`src/counter_array_pkg.sv`:
```
/*
 * Constants shared by the counter array: register map, field positions,
 * reset values, count-source encodings and prescaler figures.
 * Assumes an 8-bit register port with a 5-bit word address.
 */
`default_nettype none
package counter_array_pkg;
    // ==========================================================
    // Sizes
    localparam int NUM_MODULES = 5;
    localparam int ADDR_W      = 5;
    localparam int GUARD_MOD   = 4;

    // ==========================================================
    // Register addresses (module registers are base + index)
    localparam logic [4:0] MODE_ADDR      = 5'h00;
    localparam logic [4:0] CONTROL_ADDR   = 5'h01;
    localparam logic [4:0] COUNT_LOW_ADDR = 5'h02;
    localparam logic [4:0] COUNT_HI_ADDR  = 5'h03;
    localparam logic [4:0] MOD_MODE_BASE  = 5'h04;
    localparam logic [4:0] CMP_LOW_BASE   = 5'h09;
    localparam logic [4:0] CMP_HIGH_BASE  = 5'h0e;

    // ==========================================================
    // counter_mode_reg fields
    localparam int IDLE_HALT_BIT  = 7;
    localparam int GUARD_EN_BIT   = 6;
    localparam int SRC_HI_BIT     = 2;
    localparam int SRC_LO_BIT     = 1;
    localparam int OVF_IRQ_EN_BIT = 0;
    localparam logic [7:0] MODE_WR_MASK = 8'hc7;

    // counter_control_reg fields
    localparam int OVF_FLAG_BIT = 7;
    localparam int RUN_BIT      = 6;

    // module_mode_reg fields
    localparam int CMP_EN_BIT   = 6;
    localparam int CAP_RISE_BIT = 5;
    localparam int CAP_FALL_BIT = 4;
    localparam int HIT_EN_BIT   = 3;
    localparam int FLIP_EN_BIT  = 2;
    localparam int PWM_EN_BIT   = 1;
    localparam int MOD_IRQ_BIT  = 0;
    localparam logic [7:0] MOD_MODE_MASK = 8'h7f;

    // ==========================================================
    // Reset values and counter limits
    localparam logic [7:0]  REG_RESET   = 8'h00;
    localparam logic [15:0] COUNT_RESET = 16'h0000;
    localparam logic [15:0] COUNT_MAX   = 16'hffff;
    localparam logic [7:0]  LOW_MAX     = 8'hff;
    localparam logic        PIN_IDLE    = 1'b1;

    // Prescaler: counts 0..5, one div-6 tick per lap
    localparam logic [2:0] PRESC_LAST  = 3'h5;
    localparam logic [2:0] PRESC_RESET = 3'h0;

    typedef enum logic [1:0] {
        SRC_DIV6   = 2'b00,
        SRC_DIV2   = 2'b01,
        SRC_TIMER0 = 2'b10,
        SRC_PIN    = 2'b11
    } count_source_type;
endpackage
`default_nettype wire

```
`src/counter_array.sv`:
```
/*
 * Programmable counter array: shared 16-bit counter, five
 * compare/capture modules, guard timer on module 4, register port.
 * Assumes pins and register strobes are synchronous to clk_in.
 */
`timescale 1ns/1ps
`default_nettype none
module counter_array
    import counter_array_pkg::*;
(
    // Clock and reset
    input  wire logic              clk_in,
    input  wire logic              resetn_in,
    // Register port
    input  wire logic [ADDR_W-1:0] addr_in,
    input  wire logic [7:0]        wr_data_in,
    input  wire logic              wr_en_in,
    input  wire logic              rd_en_in,
    output logic [7:0]             rd_data_out,
    // System
    input  wire logic              idle_mode_in,
    input  wire logic              timer0_ovf_in,
    output logic                   irq_out,
    output logic                   guard_reset_out,
    // Port pins
    input  wire logic              count_pin_in,
    input  wire logic [4:0]        module_pin_in,
    output logic [4:0]             module_pin_out,
    output logic [4:0]             module_pin_oe_n_out
);
    logic [7:0]  counter_mode_reg;
    logic        overflow_flag_reg;
    logic        counter_run_reg;
    logic [4:0]  event_flag_reg;
    logic [15:0] count_reg;
    logic        step_reg;
    logic        wrap_low_reg;
    logic [7:0]  rd_data_reg;
    logic [7:0]  rd_data_next;
    logic        irq_reg;
    logic        guard_reset_reg;
    logic [7:0]  module_mode_reg [NUM_MODULES];
    logic [7:0]  cmp_low  [NUM_MODULES];
    logic [7:0]  cmp_high [NUM_MODULES];
    logic [4:0]  match;
    logic [4:0]  event_hit;
    logic [4:0]  pin_level;
    logic [4:0]  pin_drive;
    logic        tick;
    logic        advance;
    logic        overflow;
    logic        wr_mode;
    logic        wr_control;
    logic        wr_count_low;
    logic        wr_count_high;
    logic [7:0]  control_view;
    logic [4:0]  irq_enables;
    count_source_type source;

    // ==========================================================
    // Write decode
    assign wr_mode       = wr_en_in && (addr_in == MODE_ADDR);
    assign wr_control    = wr_en_in && (addr_in == CONTROL_ADDR);
    assign wr_count_low  = wr_en_in && (addr_in == COUNT_LOW_ADDR);
    assign wr_count_high = wr_en_in && (addr_in == COUNT_HI_ADDR);

    assign source = count_source_type'(
        counter_mode_reg[SRC_HI_BIT:SRC_LO_BIT]);

    // ==========================================================
    // Count source
    counter_array_tick u_tick (
        .clk_in        (clk_in),
        .resetn_in     (resetn_in),
        .source_in     (source),
        .timer0_ovf_in (timer0_ovf_in),
        .count_pin_in  (count_pin_in),
        .tick_out      (tick)
    );

    // Run gate and idle stop
    assign advance = tick && counter_run_reg
        && !(counter_mode_reg[IDLE_HALT_BIT] && idle_mode_in);
    assign overflow = advance && (count_reg == COUNT_MAX);

    // ==========================================================
    // Mode register; reserved bits stay zero
    always_ff @(posedge clk_in or negedge resetn_in) begin
        if (!resetn_in) begin
            counter_mode_reg <= REG_RESET;
        end else if (wr_mode) begin
            counter_mode_reg <= wr_data_in & MODE_WR_MASK;
        end
    end

    // Shared counter; a software write wins over a tick
    always_ff @(posedge clk_in or negedge resetn_in) begin
        if (!resetn_in) begin
            count_reg <= COUNT_RESET;
        end else if (wr_count_low) begin
            count_reg[7:0] <= wr_data_in;
        end else if (wr_count_high) begin
            count_reg[15:8] <= wr_data_in;
        end else if (advance) begin
            count_reg <= count_reg + 16'h0001;
        end
    end

    // Step markers: modules compare on the value just reached
    always_ff @(posedge clk_in or negedge resetn_in) begin
        if (!resetn_in) begin
            step_reg     <= 1'b0;
            wrap_low_reg <= 1'b0;
        end else begin
            step_reg     <= advance && !wr_count_low && !wr_count_high;
            wrap_low_reg <= advance && !wr_count_low && !wr_count_high
                            && (count_reg[7:0] == LOW_MAX);
        end
    end

    // Run bit, plain software control
    always_ff @(posedge clk_in or negedge resetn_in) begin
        if (!resetn_in) begin
            counter_run_reg <= 1'b0;
        end else if (wr_control) begin
            counter_run_reg <= wr_data_in[RUN_BIT];
        end
    end

    // Overflow flag: only software clears, and a set in the same
    // cycle wins so no overflow is lost
    always_ff @(posedge clk_in or negedge resetn_in) begin
        if (!resetn_in) begin
            overflow_flag_reg <= 1'b0;
        end else begin
            overflow_flag_reg <= overflow
                | (wr_control ? wr_data_in[OVF_FLAG_BIT]
                              : overflow_flag_reg);
        end
    end

    // Module event flags, set beats clear
    always_ff @(posedge clk_in or negedge resetn_in) begin
        if (!resetn_in) begin
            event_flag_reg <= 5'h00;
        end else begin
            event_flag_reg <= event_hit
                | (wr_control ? wr_data_in[4:0] : event_flag_reg);
        end
    end

    // ==========================================================
    // Compare/capture modules
    genvar g;
    generate
        for (g = 0; g < NUM_MODULES; g++) begin : g_mod
            logic wr_mod_mode;
            assign wr_mod_mode = wr_en_in
                && (addr_in == MOD_MODE_BASE + 5'(g));

            always_ff @(posedge clk_in or negedge resetn_in) begin
                if (!resetn_in) begin
                    module_mode_reg[g] <= REG_RESET;
                end else if (wr_mod_mode) begin
                    module_mode_reg[g] <= wr_data_in & MOD_MODE_MASK;
                end
            end

            // Module 4 is an ordinary module; the guard only taps
            // its match line
            counter_array_module u_mod (
                .clk_in       (clk_in),
                .resetn_in    (resetn_in),
                .count_in     (count_reg),
                .step_in      (step_reg),
                .wrap_low_in  (wrap_low_reg),
                .mode_in      (module_mode_reg[g]),
                .wr_low_in    (wr_en_in
                               && (addr_in == CMP_LOW_BASE + 5'(g))),
                .wr_high_in   (wr_en_in
                               && (addr_in == CMP_HIGH_BASE + 5'(g))),
                .wr_data_in   (wr_data_in),
                .pin_in       (module_pin_in[g]),
                .pin_out      (pin_level[g]),
                .drive_out    (pin_drive[g]),
                .cmp_low_out  (cmp_low[g]),
                .cmp_high_out (cmp_high[g]),
                .match_out    (match[g]),
                .event_out    (event_hit[g])
            );

            assign irq_enables[g] = module_mode_reg[g][MOD_IRQ_BIT];
        end
    endgenerate

    // Pins not claimed by a module are left released
    assign module_pin_out      = pin_level;
    assign module_pin_oe_n_out = ~pin_drive;

    // ==========================================================
    // Shared interrupt line
    always_ff @(posedge clk_in or negedge resetn_in) begin
        if (!resetn_in) begin
            irq_reg <= 1'b0;
        end else begin
            irq_reg <= (overflow_flag_reg
                        && counter_mode_reg[OVF_IRQ_EN_BIT])
                     || |(event_flag_reg & irq_enables);
        end
    end
    assign irq_out = irq_reg;

    // Guard timer: a pulse for the system reset controller only;
    // nothing here reaches the external reset pin
    always_ff @(posedge clk_in or negedge resetn_in) begin
        if (!resetn_in) begin
            guard_reset_reg <= 1'b0;
        end else begin
            guard_reset_reg <= counter_mode_reg[GUARD_EN_BIT]
                               && match[GUARD_MOD];
        end
    end
    assign guard_reset_out = guard_reset_reg;

    // ==========================================================
    // Read path, data valid in the cycle after the strobe
    assign control_view = {overflow_flag_reg, counter_run_reg,
                           1'b0, event_flag_reg};

    always_comb begin
        rd_data_next = REG_RESET;
        if (addr_in == MODE_ADDR) begin
            rd_data_next = counter_mode_reg;
        end else if (addr_in == CONTROL_ADDR) begin
            rd_data_next = control_view;
        end else if (addr_in == COUNT_LOW_ADDR) begin
            rd_data_next = count_reg[7:0];
        end else if (addr_in == COUNT_HI_ADDR) begin
            rd_data_next = count_reg[15:8];
        end
        for (int i = 0; i < NUM_MODULES; i++) begin
            if (addr_in == MOD_MODE_BASE + 5'(i)) begin
                rd_data_next = module_mode_reg[i];
            end
            if (addr_in == CMP_LOW_BASE + 5'(i)) begin
                rd_data_next = cmp_low[i];
            end
            if (addr_in == CMP_HIGH_BASE + 5'(i)) begin
                rd_data_next = cmp_high[i];
            end
        end
    end

    // Data returns to zero outside the answer cycle
    always_ff @(posedge clk_in or negedge resetn_in) begin
        if (!resetn_in) begin
            rd_data_reg <= REG_RESET;
        end else begin
            rd_data_reg <= rd_en_in ? rd_data_next : REG_RESET;
        end
    end
    assign rd_data_out = rd_data_reg;

    // ==========================================================
    // Checks
    a_count_step: assert property (@(posedge clk_in)
        disable iff (!resetn_in)
        advance && !wr_count_low && !wr_count_high
        |=> count_reg == $past(count_reg) + 16'h0001)
        else $error("counter did not advance by one");

    a_count_hold: assert property (@(posedge clk_in)
        disable iff (!resetn_in)
        !counter_run_reg && !wr_count_low && !wr_count_high
        |=> $stable(count_reg))
        else $error("stopped counter moved");

    a_idle_stop: assert property (@(posedge clk_in)
        disable iff (!resetn_in)
        counter_mode_reg[IDLE_HALT_BIT] && idle_mode_in
        && !wr_count_low && !wr_count_high |=> $stable(count_reg))
        else $error("counter moved during idle halt");

    a_overflow_set: assert property (@(posedge clk_in)
        disable iff (!resetn_in)
        overflow |=> overflow_flag_reg && count_reg == COUNT_RESET)
        else $error("overflow not flagged");

    a_overflow_sticky: assert property (@(posedge clk_in)
        disable iff (!resetn_in)
        overflow_flag_reg && !wr_control |=> overflow_flag_reg)
        else $error("overflow flag cleared without write");

    a_event_flag: assert property (@(posedge clk_in)
        disable iff (!resetn_in)
        event_hit[0] |=> event_flag_reg[0])
        else $error("module event not flagged");

    a_irq_source: assert property (@(posedge clk_in)
        disable iff (!resetn_in)
        irq_out |-> $past(|(event_flag_reg & irq_enables))
        || $past(overflow_flag_reg && counter_mode_reg[OVF_IRQ_EN_BIT]))
        else $error("interrupt without enabled cause");

    a_guard_fire: assert property (@(posedge clk_in)
        disable iff (!resetn_in)
        counter_mode_reg[GUARD_EN_BIT] && match[GUARD_MOD]
        |=> guard_reset_out)
        else $error("guard match gave no reset");

    a_guard_quiet: assert property (@(posedge clk_in)
        disable iff (!resetn_in)
        guard_reset_out |-> $past(counter_mode_reg[GUARD_EN_BIT]))
        else $error("reset with guard disabled");

    a_read_control: assert property (@(posedge clk_in)
        disable iff (!resetn_in)
        rd_en_in && addr_in == CONTROL_ADDR
        |=> rd_data_out == $past(control_view))
        else $error("control read mismatch");

    c_overflow: cover property (@(posedge clk_in)
        disable iff (!resetn_in) overflow);
    c_capture: cover property (@(posedge clk_in)
        disable iff (!resetn_in) |event_hit ##1 irq_out);
    c_guard: cover property (@(posedge clk_in)
        disable iff (!resetn_in) guard_reset_out);
    c_pwm: cover property (@(posedge clk_in)
        disable iff (!resetn_in) wrap_low_reg && |pin_drive);
endmodule
`default_nettype wire

```
`src/counter_array_module.sv`:
```
/*
 * One compare/capture module: capture, software timer, toggling
 * output and 8-bit modulation. Holds its own compare registers.
 * Assumes step_in marks the cycle after each counter advance.
 */
`timescale 1ns/1ps
`default_nettype none
module counter_array_module
    import counter_array_pkg::*;
(
    // Clock and reset
    input  wire logic        clk_in,
    input  wire logic        resetn_in,
    // Shared time base
    input  wire logic [15:0] count_in,
    input  wire logic        step_in,
    input  wire logic        wrap_low_in,
    // Configuration and software writes
    input  wire logic [7:0]  mode_in,
    input  wire logic        wr_low_in,
    input  wire logic        wr_high_in,
    input  wire logic [7:0]  wr_data_in,
    // Pin
    input  wire logic        pin_in,
    output logic             pin_out,
    output logic             drive_out,
    // Status
    output logic [7:0]       cmp_low_out,
    output logic [7:0]       cmp_high_out,
    output logic             match_out,
    output logic             event_out
);
    logic [7:0] cmp_low_reg;
    logic [7:0] cmp_high_reg;
    logic       pin_prev_reg;
    logic       pin_reg;
    logic       drive_reg;
    logic       capture;
    logic       pwm_mode;
    logic       flip_mode;

    assign pwm_mode  = mode_in[PWM_EN_BIT] & mode_in[CMP_EN_BIT];
    assign flip_mode = mode_in[FLIP_EN_BIT] & mode_in[HIT_EN_BIT]
                       & mode_in[CMP_EN_BIT];
    // Compare only in the cycle after a step, so a stalled counter
    // resting on the compare value gives one match, not many
    assign match_out = step_in & mode_in[CMP_EN_BIT]
                       & (count_in == {cmp_high_reg, cmp_low_reg});
    assign capture   = (mode_in[CAP_RISE_BIT] & pin_in & ~pin_prev_reg)
                     | (mode_in[CAP_FALL_BIT] & ~pin_in & pin_prev_reg);
    assign event_out = capture
                     | (match_out & mode_in[HIT_EN_BIT]);

    // ==========================================================
    // Compare registers; a capture beats a software write
    always_ff @(posedge clk_in or negedge resetn_in) begin
        if (!resetn_in) begin
            cmp_low_reg  <= REG_RESET;
            cmp_high_reg <= REG_RESET;
        end else if (capture) begin
            cmp_low_reg  <= count_in[7:0];
            cmp_high_reg <= count_in[15:8];
        end else begin
            if (wr_high_in) begin
                cmp_high_reg <= wr_data_in;
            end
            if (wr_low_in) begin
                cmp_low_reg <= wr_data_in;
            end else if (pwm_mode && wrap_low_in) begin
                cmp_low_reg <= cmp_high_reg;
            end
        end
    end

    // Pin history for edge detection
    always_ff @(posedge clk_in or negedge resetn_in) begin
        if (!resetn_in) begin
            pin_prev_reg <= PIN_IDLE;
        end else begin
            pin_prev_reg <= pin_in;
        end
    end

    // Output level and drive claim
    always_ff @(posedge clk_in or negedge resetn_in) begin
        if (!resetn_in) begin
            pin_reg   <= PIN_IDLE;
            drive_reg <= 1'b0;
        end else begin
            drive_reg <= pwm_mode | flip_mode;
            if (pwm_mode) begin
                pin_reg <= (count_in[7:0] >= cmp_low_reg);
            end else if (flip_mode && match_out) begin
                pin_reg <= ~pin_reg;
            end
        end
    end

    assign pin_out      = pin_reg;
    assign drive_out    = drive_reg;
    assign cmp_low_out  = cmp_low_reg;
    assign cmp_high_out = cmp_high_reg;
endmodule
`default_nettype wire

```
`src/counter_array_tick.sv`:
```
/*
 * Count-source selector for the shared counter: prescaled clock,
 * timer 0 overflow pulse or falling edge of the count input pin.
 * Assumes all inputs are synchronous to clk_in.
 */
`timescale 1ns/1ps
`default_nettype none
module counter_array_tick
    import counter_array_pkg::*;
(
    // Clock and reset
    input  wire logic             clk_in,
    input  wire logic             resetn_in,
    // Source choice and raw sources
    input  wire count_source_type source_in,
    input  wire logic             timer0_ovf_in,
    input  wire logic             count_pin_in,
    // One-cycle tick
    output logic                  tick_out
);
    logic [2:0] presc_reg;
    logic       pin_prev_reg;

    // ==========================================================
    // Prescaler, free running so the tick phase never drifts
    always_ff @(posedge clk_in or negedge resetn_in) begin
        if (!resetn_in) begin
            presc_reg <= PRESC_RESET;
        end else if (presc_reg == PRESC_LAST) begin
            presc_reg <= PRESC_RESET;
        end else begin
            presc_reg <= presc_reg + 3'h1;
        end
    end

    // Previous pin level for falling-edge detection
    always_ff @(posedge clk_in or negedge resetn_in) begin
        if (!resetn_in) begin
            pin_prev_reg <= PIN_IDLE;
        end else begin
            pin_prev_reg <= count_pin_in;
        end
    end

    // Source decode; odd prescaler steps give the divide-by-two
    always_comb begin
        case (source_in)
            SRC_DIV6:   tick_out = (presc_reg == PRESC_LAST);
            SRC_DIV2:   tick_out = presc_reg[0];
            SRC_TIMER0: tick_out = timer0_ovf_in;
            SRC_PIN:    tick_out = pin_prev_reg & ~count_pin_in;
            default:    tick_out = 1'b0;
        endcase
    end
endmodule
`default_nettype wire

```
`config.mk`:
```
export PLATFORM = sky130hd
export DESIGN_NAME = counter_array
export DESIGN_NICKNAME = d
export VERILOG_FILES = /design/src/counter_array_pkg.sv /design/src/counter_array.sv /design/src/counter_array_module.sv /design/src/counter_array_tick.sv
export SDC_FILE = /design/constraint.sdc
export NUM_CORES = 1
export LEC_CHECK = 0
export BUFFER_PORTS_ARGS = -buffer_cell sky130_fd_sc_hd__buf_2
export CORE_MARGIN = 4
export CORE_UTILIZATION = 43
export CTS_BUF_LIST = sky130_fd_sc_hd__clkbuf_2 sky130_fd_sc_hd__clkbuf_4 sky130_fd_sc_hd__clkbuf_8
export DETAILED_ROUTE_END_ITERATION = 8
export GPL_TIMING_DRIVEN = 0
export PLACE_DENSITY = 0.62
export SLEW_MARGIN = 40
export SYNTH_ARGS = -nofsm -noshare
export SYNTH_HDL_FRONTEND = slang
export SYNTH_SLANG_ARGS = --single-unit
```
`constraint.sdc`:
```
create_clock -name clk_in -period 3.2 [get_ports clk_in]
set_input_delay 0.64 -clock clk_in [delete_from_list [all_inputs] [get_ports clk_in]]
set_output_delay 0.64 -clock clk_in [all_outputs]
set_load 0.02 [all_outputs]
```
==> metrics.json, run 1 <==
{
  "cells_and_area": {
    "final_layout_size_suffix_gt1_frac": 0.205,
    "area_occupied_by_multi_input_gates_sq_um": 6940,
    "utilization": 0.484,
    "design.final.nets": 1406,
    "fillerInstances": 2605,
    "area.sequential_sq_um": 4370,
    "area_added_between_synthesis_and_finish_pct": 10.1,
    "final-instance-count-excl-fill": 1729
  },
  "pwr": {
    "pleak_nw": 5.88,
    "power_density_nw_per_um2": 734,
    "power_mw": 9.64,
    "peak_supply_drop_mv": 0.519
  },
  "floorplanning": {
    "dieArea_sq_um": 30500,
    "num_io_pins": 45,
    "die_height_microns": 175,
    "fp-row-count": 60,
    "core_sq_um": 27100,
    "die_width_microns": 175,
    "initial_core_util": 0.440
  },
  "sta": {
    "setup_viol": 0,
    "grt_setup_unrepaired": "no",
    "slew_viol_final": 0,
    "totalNegativeSetupSlack_ns": 0,
    "final_worst_path_cycle_share": 0.984,
    "worst_clock_skew_ns": 0.0247,
    "f_max_ghz": 0.318,
    "post-route-min-period_ns": 3.15,
    "timing_worst_slew_pin_value_ns": 0.948,
    "slew_headroom": 0.368,
    "count_of_endpoints_failing_hold_in_the_final_timing_report": 0
  },
  "yosys": {
    "syn_area_per_cell_sq_um": 9.30,
    "synth_edf_count": 0,
    "syn-instance-count": 1282,
    "synth_sequential_area_ratio": 0.366,
    "synth_cell_type_count": 83,
    "synth_ff_type": "dfrtp_1",
    "postSynthRegisterBits": 174,
    "yosysWarnings": 0,
    "netlist_area_sq_um": 11900,
    "postSynth.asyncResetShare": 1.00,
    "syn-num-nets": 1348
  },
  "clock_network": {
    "clkLatencyLatePin_ns": 0.50,
    "cts.reportedPaths.clkPinSlew_ns": 0.12,
    "worst_case_clock_buffer_depth": 2,
    "tritoncts.num_buffers": 17,
    "h_tree_levels": 4,
    "cts-root-buf": "clkbuf_8",
    "tritoncts": "done",
    "cts_sinks": 174
  },
  "setup_path": {
    "setup.worst_path.start": "count_reg[0]",
    "worst-r2r-setup-slack_ns": 0.05,
    "cp.arrival_ns": 3.57,
    "timing.rr.start": "count_reg[0]",
    "worst-path-stages": 10,
    "crit_type": "flop to flop",
    "cp-endpoint": "g_mod[0].u_mod.pin_out",
    "endpoint_kind": "flop",
    "crit-reg2reg-capture": "g_mod[0].u_mod.pin_out",
    "worstPathBufferInverterCount": 3,
    "path_delay_family": "simple AND/OR/NAND/NOR gates",
    "worst-path-max-fanout": 9,
    "crit_slowest_cell": "or4_4",
    "startpoint_kind_of_the_worst_setup_timing_path": "flop",
    "worstRegToRegCells": 10,
    "timing.critical_path.slowest_cell_delay_ns": 0.57,
    "cp_cell_sequence": "clkbuf_4, clkinvlp_4, buf_4, ha_1, nand4_1, or4_4, nor3_4, nand3_1, mux2_4, o221a_1",
    "required_ns": 3.62
  },
  "grt": {
    "first_global_vias": 10800,
    "antenna_found_initial": 2,
    "pin_count_of_the_biggest_net_entering_global_routing": 74,
    "global_route_wire_length_before_repair_microns": 80300,
    "congestion_overflow_gr": 0,
    "groute.usage.overall": 0.367
  },
  "place": {
    "gp_congestion": 1.02,
    "io_buffers": 35,
    "place.detailed.hpwl_microns": 41600,
    "placedCellCount": 1691
  },
  "drt": {
    "wl_per_cell_microns": 32.6,
    "detailedRoute.firstPassIterationCount": 8,
    "routed_via_density": 6.46,
    "drc": 0,
    "num_vias": 11200,
    "number_of_design_rule_violations_left_by_the_first_detailed_router_iteration": 1656,
    "drt-total-wl_microns": 56400,
    "ant_nets": 0
  },
  "worst_hold_path": {
    "hp-class": "input port to asynchronous set/reset pin"
  },
  "flow_run": {
    "max-cap-violations": 0
  },
  "status": {
    "status": "finished clean"
  }
}
[synthesized netlist by cell type (5+ instances only)]
library cell	n	area, sq um
a21o_1	15	113
nor2b_1	22	138
a2111oi_0	5	43.8
dfrtp_1	163	4080
clkbuf_1	53	199
o21ai_1	20	100
o21ai_0	99	495
o22ai_1	19	119
and3b_1	6	52.6
xnor2_1	37	324
xor2_1	18	158
o211ai_1	13	97.6
and2_1	6	37.5
nor4_1	8	50.1
nor3_2	5	50.1
inv_2	5	18.8
a21oi_1	49	245
nor2_2	5	31.3
nand2b_1	17	106
dfstp_2	11	289
mux2i_1	84	841
nand4_1	24	150
o221ai_1	6	52.6
buf_4	10	75.1
nand3_1	32	160
o31ai_1	7	52.6
a22oi_1	9	67.6
nor2_1	36	135
mux2_2	91	1020
inv_1	51	191
nand2_1	155	582
ha_1	41	513
buf_1	7	26.3
a211oi_1	8	60.1
and3_1	9	56.3
nor3_1	12	60.1
buf_2	22	110
[how the worst min path moves through the flow]
| stage | startpoint | endpoint | slack [ns] |
|---|---|---|---|
| 2_1_floorplan | resetn_in | count_reg[0] | 0.34 |
| 3_3_place_gp | u_tick.presc_reg[2] | u_tick.presc_reg[2] | 0.49 |
| 3_5_place_dp | g_mod[2].u_mod.cmp_low_out[5] | g_mod[2].u_mod.cmp_low_out[5] | 0.49 |
| 4_1_cts | resetn_in | count_reg[2] | 0.09 |
| 5_1_grt | resetn_in | count_reg[2] | 0.09 |
| 6_report | resetn_in | count_reg[2] | 0.07 |
[placed cells by master, fill, tap and decap left out, drive strengths merged, types with 18 or more instances in the layout]
cell type / synthesis / routed
xor2: 18 / 18
nor2b: 22 / 22
o22ai: 19 / 19
dfrtp: 163 / 163
a21oi: 49 / 49
clkbuf: 54 / 71
nor2: 41 / 41
nand2: 160 / 160
inv: 56 / 62
nand4: 24 / 24
buf: 42 / 81
nand3: 32 / 32
ha: 41 / 41
xnor2: 37 / 37
mux2i: 84 / 84
mux2: 95 / 95
o21ai: 119 / 119
[area by class of cell]
| cell class | count | share of cell area |
|---|---|---|
| multi-input combinational | 956 | 0.528 |
| sequential | 174 | 0.333 |
| buffer | 96 | 0.0361 |
| antenna | 4 | 0.000762 |
| clock buffer | 17 | 0.0178 |
| clock inverter | 15 | 0.0130 |
| tap | 372 | 0.0355 |
| inverter | 56 | 0.0163 |
| timing repair buffer | 39 | 0.0194 |
[layer usage]
metal | GRT usage | part of all wire
met5 | 0 | 0
met4 | 0.165 | 0.050
met3 | 0.0676 | 0.097
met2 | 0.535 | 0.43
met1 | 0.530 | 0.43
[timing repair]
| action | CTS | global route |
|---|---|---|
| resized for setup | 3 | 3 |
| buffers inserted | 2 | 0 |
| setup endpoints to repair | 9 | 3 |
| pin swaps | 0 | 1 |
| hold buffers | 0 | 0 |
[report_power, final]
part	switching (mW)	internal, mW	total (mW)
Clock	1.10	0.597	1.69
Sequential	1.27	2.88	4.15
Combinational	2.17	1.63	3.80
[through the flow]
step / hold WS (ns) / cell area [sq um] / worst slack (ns)
final: 0.0702 / 13100 / 0.0526
after global routing: 0.0861 / 13100 / 0.00599
after CTS: 0.0905 / 13100 / 0.0523
after detailed placement: 0.493 / 12700 / -0.639
after global placement: 0.488 / 12600 / -1.44
after floorplan: 0.344 / 11900 / 0.692
[cells by family after synthesis]
family / count (synthesis) / synth area share
flip-flops: 174 / 0.366
AND/OR/NAND/NOR: 369 / 0.157
AO/OA/AOI/OAI: 311 / 0.175
adder cells (fa/ha/maj): 41 / 0.0430
buffers and inverters: 152 / 0.0553
XOR/XNOR: 55 / 0.0404
multiplexers: 180 / 0.163
Note: power is estimated with default switching activity, not from simulation.
==> run 2: changes to the inputs <==
- RECOVER_POWER: unset -> 25
==> metrics.json, run 2 (synthesis gave the netlist of run 1 again) <==
{
  "sta": {
    "totalNegativeSetupSlack_ns": 0,
    "final_worst_path_cycle_share": 0.986,
    "layout_setup_ws_ns": 0.0440,
    "grt_setup_unrepaired": "no",
    "timing_worst_slew_pin_value_ns": 1.67,
    "count_of_endpoints_failing_hold_in_the_final_timing_report": 0,
    "slew_headroom": -0.115,
    "setup_viol": 0,
    "post-route-min-period_ns": 3.16,
    "slew_viol_final": 61,
    "worst_clock_skew_ns": 0.0227,
    "f_max_ghz": 0.317
  },
  "grt": {
    "global_route_wire_length_before_repair_microns": 80300,
    "first_global_vias": 10800,
    "antenna_found_initial": 2,
    "congestion_overflow_gr": 0,
    "groute.usage.overall": 0.367,
    "pin_count_of_the_biggest_net_entering_global_routing": 74
  },
  "cells_and_area": {
    "design.final.nets": 1406,
    "final_layout_size_suffix_gt1_frac": 0.201,
    "layout.cells.most_common": "dfrtp_1",
    "layout_common_cells": "162 x dfrtp_1, 155 x nand2_1, 99 x o21ai_0",
    "area_added_between_synthesis_and_finish_pct": 9.75,
    "final-instance-count-excl-fill": 1729
  },
  "clock_network": {
    "cts.reportedPaths.clkPinSlew_ns": 0.13,
    "worst_case_clock_buffer_depth": 2,
    "h_tree_levels": 4,
    "cts-root-buf": "clkbuf_8",
    "clkLatencyLatePin_ns": 0.49,
    "tritoncts.num_buffers": 17,
    "cts_sinks": 174,
    "tritoncts": "done",
    "hold_buffers": 0
  },
  "pwr": {
    "power_mw": 9.64,
    "peak_supply_drop_mv": 0.523,
    "power_density_nw_per_um2": 737,
    "pleak_nw": 5.85
  },
  "floorplanning": {
    "fp-row-count": 60,
    "dieArea_sq_um": 30500,
    "num_io_pins": 45,
    "core_sq_um": 27100,
    "initial_core_util": 0.440,
    "die_height_microns": 175,
    "die_width_microns": 175
  },
  "status": {
    "violations": "capacitance limit, slew limit",
    "status": "finished with violations"
  },
  "flow_run": {
    "max-cap-violations": 1
  },
  "place": {
    "gp_congestion": 1.02,
    "worst_setup_timing_slack_at_the_placement_stage_ns": -0.639,
    "placedCellCount": 1691,
    "place.detailed.hpwl_microns": 41600,
    "io_buffers": 35
  },
  "drt": {
    "drt-total-wl_microns": 56400,
    "detailedRoute.firstPassIterationCount": 7,
    "routed_via_density": 6.51,
    "ant_nets": 0,
    "wl_per_cell_microns": 32.6,
    "number_of_design_rule_violations_left_by_the_first_detailed_router_iteration": 1680,
    "drc": 0,
    "num_vias": 11300
  },
  "setup_path": {
    "required_ns": 3.62,
    "startpoint_kind_of_the_worst_setup_timing_path": "flop",
    "cp.arrival_ns": 3.58,
    "crit_type": "flop to flop",
    "worst-path-max-fanout": 9,
    "endpoint_kind": "flop"
  },
  "worst_hold_path": {
    "hp-class": "input port to flop"
  }
}
[run 2: changes by cell type in the layout (fill, tap and decap cells not counted)]
cell      delta
clkbuf_2     +2
buf_8        -1
buf_16       -1
buf_2        -5
clkbuf_1     +5
[run 2: final timing paths]
kind / from / end / slack (ns) / cells after the start
worst min-delay path: count_pin_in / u_tick.pin_prev_reg / 0.23 / 1
worst max-delay path: count_reg[0] / g_mod[0].u_mod.pin_out / 0.04 / 10
max in group asynchronous: resetn_in / module_mode_reg[27] / 0.72 / 2
worst max register to register: count_reg[0] / g_mod[0].u_mod.pin_out / 0.04 / 10
worst min register to register: g_mod[4].u_mod.cmp_low_out[6] / g_mod[4].u_mod.cmp_low_out[6] / 0.52 / 1
min in group asynchronous: resetn_in / count_reg[2] / 0.55 / 1
[run 2: repair_timing]
action                                  4_1_cts  5_1_grt
resized for setup                             3        3
buffers inserted                              2        0
endpoints found under the hold margin         0        0
pin swaps                                     0        1
endpoints found under the setup margin        9        3
[run 2: critical path, cell delays in order, from the launching register on]
cell,delay (ns)
dfrtp_1,0.38
clkbuf_4,0.30
clkinvlp_4,0.14
buf_4,0.20
ha_1,0.30
nand4_1,0.09
or4_4,0.57
nor3_4,0.36
nand3_1,0.19
mux2_4,0.33
o221a_1,0.22
[run 2: final cells by class]
class	instances	area (sq um)
inverter	56	214
fill	2611	14000
clock inverter	15	170
antenna	4	10.0
sequential	174	4370
timing repair buffer	39	216
buffer	96	474
tap	372	465
multi-input combinational	956	6940
clock buffer	17	234
[run 2: report_power, final]
group,leakage (nW),internal [mW],switching [mW]
logic,3.47,1.63,2.17
clock network,0.205,0.597,1.09
registers,2.17,2.88,1.28
[run 2: through the flow]
| step | utilization | instance area, sq um | hold WS [ns] |
|---|---|---|---|
| 2_1_floorplan | - | 11900 | 0.344 |
| 3_3_place_gp | 0.464 | 12600 | 0.488 |
| 3_5_place_dp | 0.467 | 12700 | 0.493 |
| 4_1_cts | 0.483 | 13100 | 0.0905 |
| 5_1_grt | 0.483 | 13100 | 0.217 |
| 6_report | 0.483 | 13100 | 0.233 |
[run 2: routing by layer]
| layer | GRT usage | wire length (microns) |
|---|---|---|
| met2 | 0.535 | 24000 |
| met5 | 0 | 0 |
| met4 | 0.165 | 2950 |
| met1 | 0.530 | 23700 |
| met3 | 0.0676 | 5710 |
